==> config.mk <==
export PLATFORM = sky130hd
export DESIGN_NAME = empsb_bus_seq
export DESIGN_NICKNAME = d
export VERILOG_FILES = /design/src/hw/empsb_pkg.sv /design/src/hw/empsb_bus_seq.sv /design/src/hw/empsb_cycle_plan.sv
export VERILOG_INCLUDE_DIRS = /design/src /design/src/hw
export SDC_FILE = /design/constraint.sdc
export NUM_CORES = 1
export LEC_CHECK = 0
export BUFFER_PORTS_ARGS = -buffer_cell sky130_fd_sc_hd__buf_2
export CORE_MARGIN = 4
export CORE_UTILIZATION = 54
export DETAILED_ROUTE_END_ITERATION = 10
export MAX_ROUTING_LAYER = met4
export PLACE_DENSITY_LB_ADDON = 0.1
export SYNTH_ARGS = -nofsm -noshare
export SYNTH_HDL_FRONTEND = slang
export SYNTH_SLANG_ARGS = --single-unit
==> constraint.sdc <==
create_clock -name clk -period 3.1 [get_ports clk]
set_input_delay 0 -clock clk [delete_from_list [all_inputs] [get_ports clk]]
set_output_delay 0 -clock clk [all_outputs]
set_load 0.02 [all_outputs]
==> src/hw/empsb_cfg.svh <==
// empsb_cfg.svh: constants for the external memory page/stretch bus sequencer
// assumes inclusion by bare name from the design modules
`ifndef EMPSB_CFG_SVH
`define EMPSB_CFG_SVH

// ****************************************
// address control register layout
// ****************************************
`define EMPSB_ADDRESS_CONTROL_REG_EN_BIT 7
`define EMPSB_ADDRESS_CONTROL_REG_SELHI_BIT 6
`define EMPSB_ADDRESS_CONTROL_REG_SELLO_BIT 5
`define EMPSB_ADDRESS_CONTROL_REG_RESET 8'h00

// ****************************************
// page select codes
// ****************************************
`define EMPSB_SEL_ONE 2'h0
`define EMPSB_SEL_TWO 2'h1
`define EMPSB_SEL_FOUR 2'h2
`define EMPSB_SEL_BUS2 2'h3

// ****************************************
// timing counts in system clocks, stretch code offset and reset byte
// ****************************************
`define EMPSB_HIT_SEL0 6'h01
`define EMPSB_HIT_SEL1 6'h02
`define EMPSB_HIT_SEL2 6'h04
`define EMPSB_HIT_SEL3 6'h02
`define EMPSB_NP_ALE 6'h01
`define EMPSB_NP_STRB 6'h02
`define EMPSB_NP_HOLD 6'h01
`define EMPSB_STRETCH_CLKS 6'h04
`define EMPSB_SMALL_SETUP 6'h01
`define EMPSB_SMALL_HOLD 6'h01
`define EMPSB_BIG_OFFSET 4'h3
`define EMPSB_RESET_BYTE 8'h00

`endif

==> src/hw/empsb_pkg.sv <==
// empsb_pkg: types shared by the bus sequencer and its cycle planner
// assumes empsb_cfg.svh is on the include path
package empsb_pkg;

  typedef enum logic [1:0] {
    empsb_fetch = 2'h0,
    empsb_read = 2'h1,
    empsb_write = 2'h2
  } empsb_kind_t;

  typedef enum logic [5:0] {
    st_idle = 6'h01,
    st_ale = 6'h02,
    st_setup = 6'h04,
    st_strb = 6'h08,
    st_hold = 6'h10,
    st_intl = 6'h20
  } empsb_state_t;

endpackage

==> src/hw/empsb_bus_seq.sv <==
// empsb_bus_seq: external memory bus sequencer with page mode and data stretch
// assumes a single system clock, core requests synchronous to it, external latch on port_zero and port_two
//
// Contract
// stretch code zero adds nothing to external data accesses
// codes one to three add one to three stretch cycles
// first stretch setting: one clock extra setup/float, one extra hold
// codes 4-7: one stretch cycle widens ale, one adds hold; on a page hit with no ale the setup is widened instead
// codes 0-3 give 0-3 cycles, codes 4-7 give 7-10 cycles
// each stretch cycle is four clocks; new code applies to later accesses
// non-page external cycle four clocks, internal cycle one clock
// page enable selects page operation, clear returns to non-page bus
// page select sets hit/miss clocks 1/2, 2/4, 4/8, 2/4
// select 11 speeds fetches only; data accesses take four clocks
// mode register written only through timed access, else ignored
// page mode 1 fetch floats port_zero, opcode latched at strobe end
// page mode 1 data: port_zero floats for read, drives for write
// upper byte change gives page miss of 2, 4 or 8 clocks
// same upper byte gives page hit of 1, 2 or 4 clocks
// hit: port_two drives low byte, strobes active, no ale
// miss first half: upper byte, ale, strobes off, port_zero floats
// last upper byte stored; first access after reset misses
// select 00: data move and following fetch are forced misses
// select 01: misses only from upper byte changes
// bus 2: upper byte with data on port_two, low byte on port_zero
// stretch affects only external data accesses
`timescale 1ns/1ps
`default_nettype none
`include "empsb_cfg.svh"

module empsb_bus_seq
  import empsb_pkg::*;
(
  // clock and reset
  input wire logic clk,
  input wire logic resetn,
  input wire logic ce,
  // mode register write
  input wire logic address_control_reg_wr,
  input wire logic [7:0] address_control_reg_wdata,
  input wire logic timed_access_open,
  input wire logic [2:0] stretch_field,
  // status
  output logic page_mode_enable,
  output logic page_select_hi,
  output logic page_select_lo,
  output logic page_miss,
  // core request
  input wire logic req_valid,
  output logic req_ready,
  input wire empsb_kind_t req_kind,
  input wire logic req_internal,
  input wire logic [15:0] req_addr,
  input wire logic [7:0] req_wdata,
  // core response
  output logic rsp_valid,
  output logic [7:0] rsp_rdata,
  // port zero
  input wire logic [7:0] port_zero_in,
  output logic [7:0] port_zero_out,
  output logic port_zero_oe_n,
  // port two
  input wire logic [7:0] port_two_in,
  output logic [7:0] port_two_out,
  output logic port_two_oe_n,
  // strobes
  output logic ale,
  output logic program_store_strobe_n,
  output logic read_strobe_n,
  output logic write_strobe_n
);

  // ****************************************
  // mode register
  // ****************************************
  logic [7:0] address_control_reg_q;

  always_ff @(posedge clk or negedge resetn) begin
    if (!resetn) begin
      address_control_reg_q <= `EMPSB_ADDRESS_CONTROL_REG_RESET;
    end else if (ce && address_control_reg_wr && timed_access_open) begin
      address_control_reg_q <= address_control_reg_wdata;
    end
  end

  logic [1:0] cfg_sel;
  assign page_mode_enable = address_control_reg_q[`EMPSB_ADDRESS_CONTROL_REG_EN_BIT];
  assign page_select_hi = address_control_reg_q[`EMPSB_ADDRESS_CONTROL_REG_SELHI_BIT];
  assign page_select_lo = address_control_reg_q[`EMPSB_ADDRESS_CONTROL_REG_SELLO_BIT];
  assign cfg_sel = {page_select_hi, page_select_lo};

  // ****************************************
  // page tracking
  // ****************************************
  empsb_state_t state_q;
  logic accept;
  logic ext_accept;
  logic is_data_req;
  logic [7:0] last_hi_q;
  logic page_valid_q;
  logic force_miss_q;
  logic miss_d;

  assign req_ready = (state_q == st_idle);
  assign accept = ce && req_valid && req_ready;
  assign ext_accept = accept && !req_internal;
  assign is_data_req = (req_kind != empsb_fetch);

  always_comb begin
    miss_d = !page_valid_q || (req_addr[15:8] != last_hi_q);
    if (page_mode_enable && cfg_sel == `EMPSB_SEL_ONE && (is_data_req || force_miss_q)) begin
      miss_d = 1'b1;
    end
  end

  always_ff @(posedge clk or negedge resetn) begin
    if (!resetn) begin
      last_hi_q <= `EMPSB_RESET_BYTE;
      page_valid_q <= 1'b0;
    end else if (ext_accept) begin
      last_hi_q <= req_addr[15:8];
      page_valid_q <= 1'b1;
    end
  end

  // a data move in select 00 makes the next fetch miss too
  always_ff @(posedge clk or negedge resetn) begin
    if (!resetn) begin
      force_miss_q <= 1'b0;
    end else if (ext_accept) begin
      force_miss_q <= page_mode_enable && cfg_sel == `EMPSB_SEL_ONE && is_data_req;
    end
  end

  always_ff @(posedge clk or negedge resetn) begin
    if (!resetn) begin
      page_miss <= 1'b0;
    end else if (ext_accept) begin
      page_miss <= miss_d;
    end
  end

  // ****************************************
  // cycle plan
  // ****************************************
  logic [5:0] ale_len;
  logic [5:0] setup_len;
  logic [5:0] strb_len;
  logic [5:0] hold_len;
  logic paged;

  empsb_cycle_plan u_plan (
    .page_en (page_mode_enable),
    .page_sel (cfg_sel),
    .stretch (stretch_field),
    .kind (req_kind),
    .miss (miss_d),
    .ale_len (ale_len),
    .setup_len (setup_len),
    .strb_len (strb_len),
    .hold_len (hold_len),
    .paged (paged)
  );

  // ****************************************
  // access registers
  // ****************************************
  empsb_kind_t kind_q;
  logic [15:0] addr_q;
  logic [7:0] wdata_q;
  logic paged_q;
  logic bus2_q;
  logic [5:0] setup_len_q;
  logic [5:0] strb_len_q;
  logic [5:0] hold_len_q;

  always_ff @(posedge clk or negedge resetn) begin
    if (!resetn) begin
      kind_q <= empsb_fetch;
      addr_q <= 16'h0000;
      wdata_q <= `EMPSB_RESET_BYTE;
      paged_q <= 1'b0;
      bus2_q <= 1'b0;
      setup_len_q <= 6'h00;
      strb_len_q <= 6'h00;
      hold_len_q <= 6'h00;
    end else if (ext_accept) begin
      kind_q <= req_kind;
      addr_q <= req_addr;
      wdata_q <= req_wdata;
      paged_q <= paged;
      bus2_q <= page_mode_enable && cfg_sel == `EMPSB_SEL_BUS2;
      setup_len_q <= setup_len;
      strb_len_q <= strb_len;
      hold_len_q <= hold_len;
    end
  end

  // ****************************************
  // phase sequencer
  // ****************************************
  logic [5:0] cnt_q;
  logic last_clk;
  logic access_end;

  assign last_clk = (cnt_q == 6'h01);
  assign access_end = ce && last_clk &&
    ((state_q == st_strb && hold_len_q == 6'h00) || state_q == st_hold);

  always_ff @(posedge clk or negedge resetn) begin
    if (!resetn) begin
      state_q <= st_idle;
      cnt_q <= 6'h00;
    end else if (ce) begin
      case (state_q)
        st_idle: begin
          if (accept && req_internal) begin
            state_q <= st_intl;
            cnt_q <= 6'h01;
          end else if (accept && ale_len != 6'h00) begin
            state_q <= st_ale;
            cnt_q <= ale_len;
          end else if (accept && setup_len != 6'h00) begin
            state_q <= st_setup;
            cnt_q <= setup_len;
          end else if (accept) begin
            state_q <= st_strb;
            cnt_q <= strb_len;
          end
        end
        st_ale: begin
          if (!last_clk) begin
            cnt_q <= cnt_q - 6'h01;
          end else if (setup_len_q != 6'h00) begin
            state_q <= st_setup;
            cnt_q <= setup_len_q;
          end else begin
            state_q <= st_strb;
            cnt_q <= strb_len_q;
          end
        end
        st_setup: begin
          if (!last_clk) begin
            cnt_q <= cnt_q - 6'h01;
          end else begin
            state_q <= st_strb;
            cnt_q <= strb_len_q;
          end
        end
        st_strb: begin
          if (!last_clk) begin
            cnt_q <= cnt_q - 6'h01;
          end else if (hold_len_q != 6'h00) begin
            state_q <= st_hold;
            cnt_q <= hold_len_q;
          end else begin
            state_q <= st_idle;
            cnt_q <= 6'h00;
          end
        end
        st_hold: begin
          if (!last_clk) begin
            cnt_q <= cnt_q - 6'h01;
          end else begin
            state_q <= st_idle;
            cnt_q <= 6'h00;
          end
        end
        st_intl: begin
          state_q <= st_idle;
          cnt_q <= 6'h00;
        end
        default: begin
          state_q <= st_idle;
          cnt_q <= 6'h00;
        end
      endcase
    end
  end

  // ****************************************
  // response
  // ****************************************
  logic rsp_valid_q;

  always_ff @(posedge clk or negedge resetn) begin
    if (!resetn) begin
      rsp_valid_q <= 1'b0;
    end else if (ce) begin
      rsp_valid_q <= access_end || state_q == st_intl;
    end
  end
  assign rsp_valid = rsp_valid_q;

  // read data taken on the clock that ends the strobe
  always_ff @(posedge clk or negedge resetn) begin
    if (!resetn) begin
      rsp_rdata <= `EMPSB_RESET_BYTE;
    end else if (ce && state_q == st_strb && last_clk && kind_q != empsb_write) begin
      rsp_rdata <= bus2_q ? port_two_in : port_zero_in;
    end
  end

  // ****************************************
  // pins
  // ****************************************
  logic busy;
  logic data_phase;
  logic drv_wdata;

  assign busy = (state_q != st_idle) && (state_q != st_intl);
  assign data_phase = (state_q == st_strb) || (state_q == st_hold);
  assign drv_wdata = (kind_q == empsb_write) && data_phase;

  assign ale = (state_q == st_ale);
  assign program_store_strobe_n = !(state_q == st_strb && kind_q == empsb_fetch);
  assign read_strobe_n = !(state_q == st_strb && kind_q == empsb_read);
  assign write_strobe_n = !(state_q == st_strb && kind_q == empsb_write);

  always_comb begin
    port_zero_out = wdata_q;
    port_zero_oe_n = 1'b1;
    port_two_out = addr_q[15:8];
    port_two_oe_n = 1'b1;
    if (busy && bus2_q) begin
      port_zero_out = addr_q[7:0];
      port_zero_oe_n = 1'b0;
      if (state_q == st_ale) begin
        port_two_oe_n = 1'b0;
      end else if (drv_wdata) begin
        port_two_out = wdata_q;
        port_two_oe_n = 1'b0;
      end
    end else if (busy && paged_q) begin
      port_two_out = (state_q == st_ale) ? addr_q[15:8] : addr_q[7:0];
      port_two_oe_n = 1'b0;
      port_zero_oe_n = !drv_wdata;
    end else if (busy) begin
      port_two_oe_n = 1'b0;
      if (state_q == st_ale) begin
        port_zero_out = addr_q[7:0];
        port_zero_oe_n = 1'b0;
      end else begin
        port_zero_oe_n = !drv_wdata;
      end
    end
  end

endmodule
`default_nettype wire

==> src/hw/empsb_cycle_plan.sv <==
// empsb_cycle_plan: phase lengths of one external access
// assumes a purely combinational use by the sequencer at request accept
`timescale 1ns/1ps
`default_nettype none
`include "empsb_cfg.svh"

module empsb_cycle_plan
  import empsb_pkg::*;
(
  // configuration
  input wire logic page_en,
  input wire logic [1:0] page_sel,
  input wire logic [2:0] stretch,
  // access
  input wire empsb_kind_t kind,
  input wire logic miss,
  // plan
  output logic [5:0] ale_len,
  output logic [5:0] setup_len,
  output logic [5:0] strb_len,
  output logic [5:0] hold_len,
  output logic paged
);

  logic is_data;
  logic [5:0] hit_len;
  logic [3:0] ncyc;
  logic [5:0] nclk;

  always_comb begin
    is_data = (kind != empsb_fetch);
    case (page_sel)
      `EMPSB_SEL_ONE: hit_len = `EMPSB_HIT_SEL0;
      `EMPSB_SEL_TWO: hit_len = `EMPSB_HIT_SEL1;
      `EMPSB_SEL_FOUR: hit_len = `EMPSB_HIT_SEL2;
      default: hit_len = `EMPSB_HIT_SEL3;
    endcase
    // codes 4..7 map to 7..10 stretch cycles
    ncyc = stretch[2] ? ({1'b0, stretch} + `EMPSB_BIG_OFFSET) : {1'b0, stretch};
    nclk = 6'(ncyc * `EMPSB_STRETCH_CLKS);
    // bus structure 2 runs data cycles with non-page timing
    paged = page_en && !(page_sel == `EMPSB_SEL_BUS2 && is_data);
    if (paged) begin
      ale_len = miss ? hit_len : 6'h00;
      setup_len = 6'h00;
      strb_len = hit_len;
      hold_len = 6'h00;
    end else begin
      ale_len = `EMPSB_NP_ALE;
      setup_len = 6'h00;
      strb_len = `EMPSB_NP_STRB;
      hold_len = `EMPSB_NP_HOLD;
    end
    // only external data accesses stretch
    if (is_data && stretch != 3'h0) begin
      if (!stretch[2]) begin
        setup_len = setup_len + `EMPSB_SMALL_SETUP;
        hold_len = hold_len + `EMPSB_SMALL_HOLD;
        strb_len = strb_len + nclk - `EMPSB_SMALL_SETUP - `EMPSB_SMALL_HOLD;
      end else begin
        if (ale_len != 6'h00) begin
          ale_len = ale_len + `EMPSB_STRETCH_CLKS;
        end else begin
          setup_len = setup_len + `EMPSB_STRETCH_CLKS;
        end
        hold_len = hold_len + `EMPSB_STRETCH_CLKS;
        strb_len = strb_len + nclk - `EMPSB_STRETCH_CLKS - `EMPSB_STRETCH_CLKS;
      end
    end
  end

endmodule
`default_nettype wire

; ---- Yosys cells after proc, flatten, opt, wreduce, memory -nomap -nowiden
; Index checks and enable logic that the tools add are counted.
[classes]
add_sub_neg = 10
eq_ne = 20
muxes = 58
reduce_logical = 52
[op_table]
columns = op, n
row1 = 2-to-1 mux 6 bit, 29
row2 = 2-to-1 mux 8 bit, 10
row3 = one-hot mux 6 bit (5 select lines), 2
row4 = nonzero test 6 bit, 5
row5 = logical AND 1 bit, 28
row6 = "subtractor 6 x 1 -> 6 bit, second input constant", 3
row7 = "== test 6 x 1 -> 1 bit, second input constant", 2
row8 = "subtractor 6 x 3 -> 6 bit, second input constant", 2
row9 = 2-to-1 mux 1 bit, 11
row10 = 2-to-1 mux 4 bit, 2
row11 = "!= test 2 bit, second input constant", 4
row12 = != test 8 bit, 1
row13 = logical NOT 1 bit, 7
row14 = "adder 6 x 3 -> 6 bit, second input constant", 1
row15 = adder 6 bit, 1
row16 = "== test 2 bit, second input constant", 3
row17 = "== test 6 x 2 -> 1 bit, second input constant", 1
row18 = "== test 6 x 3 -> 1 bit, second input constant", 1
row19 = "== test 6 x 4 -> 1 bit, second input constant", 1
row20 = "== test 6 x 5 -> 1 bit, second input constant", 1
row21 = "== test 6 bit, second input constant", 1
row22 = logical NOT 6 bit, 1
row23 = 2-to-1 mux 3 bit, 2
row24 = "!= test 6 x 1 -> 1 bit, second input constant", 1
row25 = 15 further kinds, 20
[totals]
ff_bits = 86
inputBits = 60
out_inout_bits = 36

; ---- Depth between registers and ports, before layout
[depth]
depth_word = 16
depth_mapped = 12
depth_no_buf = 12

; ---- Hierarchy
; A second synthesis with hierarchy kept.
[hier_totals]
hier_cells = 543
area_unflattened_um2 = 4625.7
[by_module_without_submodules]
columns = module, n_inst, cells_per_inst, area_per_inst_um2
row1 = empsb_bus_seq, 1, 473, 4171.5
row2 = empsb_cycle_plan, 1, 70, 454.2

; ---- Least setup slack after synthesis
; OpenSTA, ideal clock, no wires.
[synth_timing]
kind = register to register
start = register address_control_reg_q[5]
end = register cnt_q[2]
setup_ns = 0.071
arrival_ns = 2.445
setup_slack_ns = 0.584
path_stages_with_launch = 12
path_buffers = 0
period_less_slack_ns = 2.516
path_cell_list = dfrtp_1 nand2b_1 inv_2 nand2_1 inv_1 ha_1 inv_1 ha_1 a22oi_1 o221ai_1 or4_1 nand4_1
[synth_via]
elab_chain_len = 16
word_cells_on_any_way = 39
[synth_rtl]
columns = element, line_no
row1 = from (decl), empsb_bus_seq.sv:76  ; logic [7:0] address_control_reg_q;
row2 = from (signal assigned), empsb_bus_seq.sv:80  ; address_control_reg_q <= `EMPSB_ADDRESS_CONTROL_REG_RESET;
row3 = from (signal assigned), empsb_bus_seq.sv:82  ; address_control_reg_q <= address_control_reg_wdata;
row4 = "parallel branches: the longest is 16 deep, another holds adder 6 bit", n/a
row5 = to (signal assigned), empsb_bus_seq.sv:222  ; cnt_q <= ale_len;
row6 = to (signal assigned), empsb_bus_seq.sv:225  ; cnt_q <= setup_len;
row7 = to (signal assigned), empsb_bus_seq.sv:228  ; cnt_q <= strb_len;
row8 = to (decl), empsb_bus_seq.sv:202  ; logic [5:0] cnt_q;
; Parallel ways; which one is timed is not known. The select of a mux whose other input is x is not followed.
; A chain may end at the register's enable or synchronous reset.

; ---- Worst setup path after layout
; Ends and elaborated chain as after synthesis.

==> impl_metrics.py <==
metrics = {
    "critical_path": {
        "slowest_delay_ns": 0.56,
        "crit_type": "register to register",
        "worstPathMaxFanout": 8,
        "rr_startpoint": "address_control_reg_q[5]$_DFFE_PN0P_",
        "crit_path_end": "cnt_q[2]$_DFFE_PN0P_",
        "path_cells": "nand2b_1 -> inv_2 -> nand2_1 -> inv_1 -> ha_1 -> inv_1 -> ha_1 -> a22oi_1 -> o221ai_1 -> or4_1 -> nand4_1",
        "cp_slowest_cell": "or4_1",
        "worstSetupEndpointType": "register",
        "r2r_end": "cnt_q[2]$_DFFE_PN0P_",
        "arrival_ns": 3.01,
        "crit_start": "address_control_reg_q[5]$_DFFE_PN0P_",
        "start_kind": "register",
        "required_ns": 3.37,
        "r2r_cells": 11,
        "ff2ff_setup_slack_ns": 0.36,
    },
    "sta": {
        "finalCritPeriodShare": 0.882,
        "layout_setup_ws_ns": 0.364,
        "setup_tns_ns": 0,
        "fmaxAchievable_ghz": 0.366,
        "finalHoldWorstSlack_ns": 0.0861,
        "skew_ns": 0.00712,
        "drv_slew": 0,
        "finalHoldViolCount": 0,
        "period_needed_ns": 2.74,
        "relSlewSlack": 0.431,
        "finalSetupViolCount": 0,
        "grt_setup_unrepaired": "false",
        "worst_pin_slew_ns": 0.854,
    },
    "global_route": {
        "grt_antenna_before_repair": 0,
        "grt-ovfl-total": 0,
        "grt_pass1_wl_mm": 18.6,
        "grt_pass1_vias": 3897,
        "grt_usage": 0.276,
        "grt_max_degree": 67,
    },
    "synthesis": {
        "synth_flop_cell": "dfrtp_1",
        "synth_xor_area_frac": 0.0423,
        "syn_area_per_cell_um2": 8.61,
        "synthSimpleGateAreaFrac": 0.245,
        "syn_nets": 525,
        "netlist-cell-type-count": 58,
        "synth-seq-area-share": 0.420,
        "post_synth_mux_area_share": 0.0570,
        "synth_compound_area_frac": 0.167,
        "synth_area_um2": 3930,
        "synth_cells": 457,
        "synthAdderAreaFrac": 0.0255,
        "synth_top_family_by_area": "simple AND/OR/NAND/NOR gates",
        "synth-seq-cells": 66,
        "ys.warnings.count": 0,
        "synth-edff-count": 0,
        "synth-async-reset-ratio": 1.00,
    },
    "power": {
        "total_leakage_power_nw": 2.51,
        "ir_worst_vdd_v": 0.000522,
        "power_per_cell_area_nw_per_um2": 882,
        "power_w": 0.00453,
    },
    "outcome": {
        "run_status": "complete, no violations",
    },
    "detailed_routing": {
        "drt_pass1_iterations": 5,
        "wl_per_cell_um": 16.3,
        "drt-total-wl_mm": 11.3,
        "num_vias": 3874,
        "drtIter0Drc": 288,
        "drc_errors": 0,
        "ant_nets": 0,
        "vias_per_cell": 5.61,
    },
    "floorplanning": {
        "dieArea_um2": 8710,
        "start_util": 0.566,
        "die_h_um": 93.3,
        "die-width_um": 93.3,
        "core_area_um2": 6940,
        "num_rows": 30,
        "ios": 96,
    },
    "final_layout": {
        "syn_to_final_growth_pct": 30.7,
        "nets": 658,
        "layout-drive-gt1-share": 0.226,
    },
    "clocking": {
        "htree_num_levels": 3,
        "cts-root-buf": "clkbuf_8",
        "cts_resized": 0,
        "cts_sinks": 66,
        "cts_setup_buffers": 0,
        "cts_tree": "yes",
        "cts.path.max_buffers": 2,
        "clk_pin_slew_worst_paths_ns": 0.07,
        "cts_hold_buf": 48,
        "clk_latency_ns": 0.34,
        "cts-buffers-inserted": 9,
    },
    "hold_path": {
        "hp-class": "primary input to register",
    },
    "place": {
        "place.gp.congestion": 0.905,
        "dp_slack_ns": 0.442,
        "portBuffers": 90,
        "dpl.hpwl_mm": 7.38,
    },
    "run": {
        "drv_cap": 0,
    },
}
==> layer usage <==
layer | up-vias | global-route usage | share of wire
met5 | - | - | 0
met4 | 0 | 0.0977 | 0.019
met3 | 21 | 0.0483 | 0.052
met2 | 150 | 0.444 | 0.50
met1 | 1850 | 0.353 | 0.43
li1 | 1853 | - | -
==> registers in the layout, indices dropped and copies added (netlist names), 2 cells and up <==
signal,count
kind_q,2
rsp_rdata,8
setup_len_q,2
state_q,6
addr_q,8
address_control_reg_q,3
hold_len_q,3
cnt_q,6
wdata_q,8
last_hi_q,8
strb_len_q,6
==> placed cells by master, fill, tap and decap left out, types with 3 or more instances in the layout <==
cell,Yosys,final
a22oi_1,5,5
mux2_2,11,11
a221o_1,3,3
ha_1,8,8
a22o_1,7,7
nand2_1,115,115
nor3_1,9,8
o21ai_1,10,10
o21ai_0,14,14
buf_2,9,90
o31ai_1,3,3
o211ai_1,3,3
buf_4,2,6
nor4_4,3,3
nor2b_1,8,8
dfrtp_1,65,65
o22a_1,3,3
nand3_1,13,13
mux2i_1,10,10
a31oi_1,3,3
xnor2_1,9,9
inv_1,17,17
nor2_1,32,32
xor2_1,10,10
a21o_1,10,10
clkbuf_8,0,12
nand2b_1,3,3
a21oi_1,19,19
dlygate4sd3_1,0,48
or3_1,6,6
==> worst min-delay path by stage <==
stage	start	to	slack, ns	cells after the start
detailed placement	req_addr[5]	addr_q[5]$_DFFE_PN0P_	0.19	3
floorplan	resetn	addr_q[0]$_DFFE_PN0P_	-0.30	0
global route	address_control_reg_wr	address_control_reg_q[7]$_DFFE_PN0P_	0.09	3
finish	address_control_reg_wr	address_control_reg_q[7]$_DFFE_PN0P_	0.09	3
CTS	timed_access_open	address_control_reg_q[7]$_DFFE_PN0P_	0.08	3
global placement	req_addr[5]	addr_q[5]$_DFFE_PN0P_	0.19	3
==> cells by family (layout without fill, tap and decap cells) <==
logic type	after synthesis	count (layout)
muxes	21	21
adders and majority gates	8	8
and+or+nand+nor	206	206
buffers and inverters	40	177
other	0	1
AOI/OAI and AO/OA	97	97
DFF	66	66
xor gates and xnor gates	19	19
==> cell usage after synthesis (all sizes together) (10+ instances only) <==
master,number,area [µm²]
mux2,11,124
buf,14,71.3
nand3,13,65.1
a21o,10,75.1
nand2,115,432
dfrtp,65,1630
inv,18,67.6
o21ai,24,120
mux2i,10,100
nor2,32,120
xor2,10,87.6
a21oi,19,95.1
==> critical path: cells and delay by family (launching register included) <==
family	cells	cell delay (ns)
AOI/OAI and AO/OA	2	0.35
adders and majority gates	2	0.62
buffers and inverters	3	0.23
DFF	1	0.47
and+or+nand+nor	4	1.00
==> final cells by class <==
| type | instances | area, µm² |
|---|---|---|
| multi-input cells | 351 | 2120 |
| inverters | 18 | 67.6 |
| well taps | 96 | 120 |
| diodes | 1 | 2.50 |
| repair buffers | 144 | 976 |
| clock buffers | 13 | 169 |
| fillers | 511 | 1810 |
| flip-flops and latches | 66 | 1650 |
| clock inverters | 2 | 35.0 |
==> per-stage QoR <==
stage,util,std cells,area [µm²]
after detailed placement,0.641,627,4450
after global routing,0.740,690,5140
after CTS,0.740,690,5140
after global placement,0.641,627,4450
final,0.740,691,5140
after floorplan,-,457,3930
==> report_power, final <==
group / internal (W) / total, W / switching [W] / leakage, nW
Combinational: 0.000903 / 0.00217 / 0.00127 / 1.57
Clock: 0.000432 / 0.000755 / 0.000323 / 0.106
Sequential: 0.00123 / 0.00160 / 0.000374 / 0.835
Total: 0.00256 / 0.00453 / 0.00197 / 2.51
(Power assumes the default switching activity.)
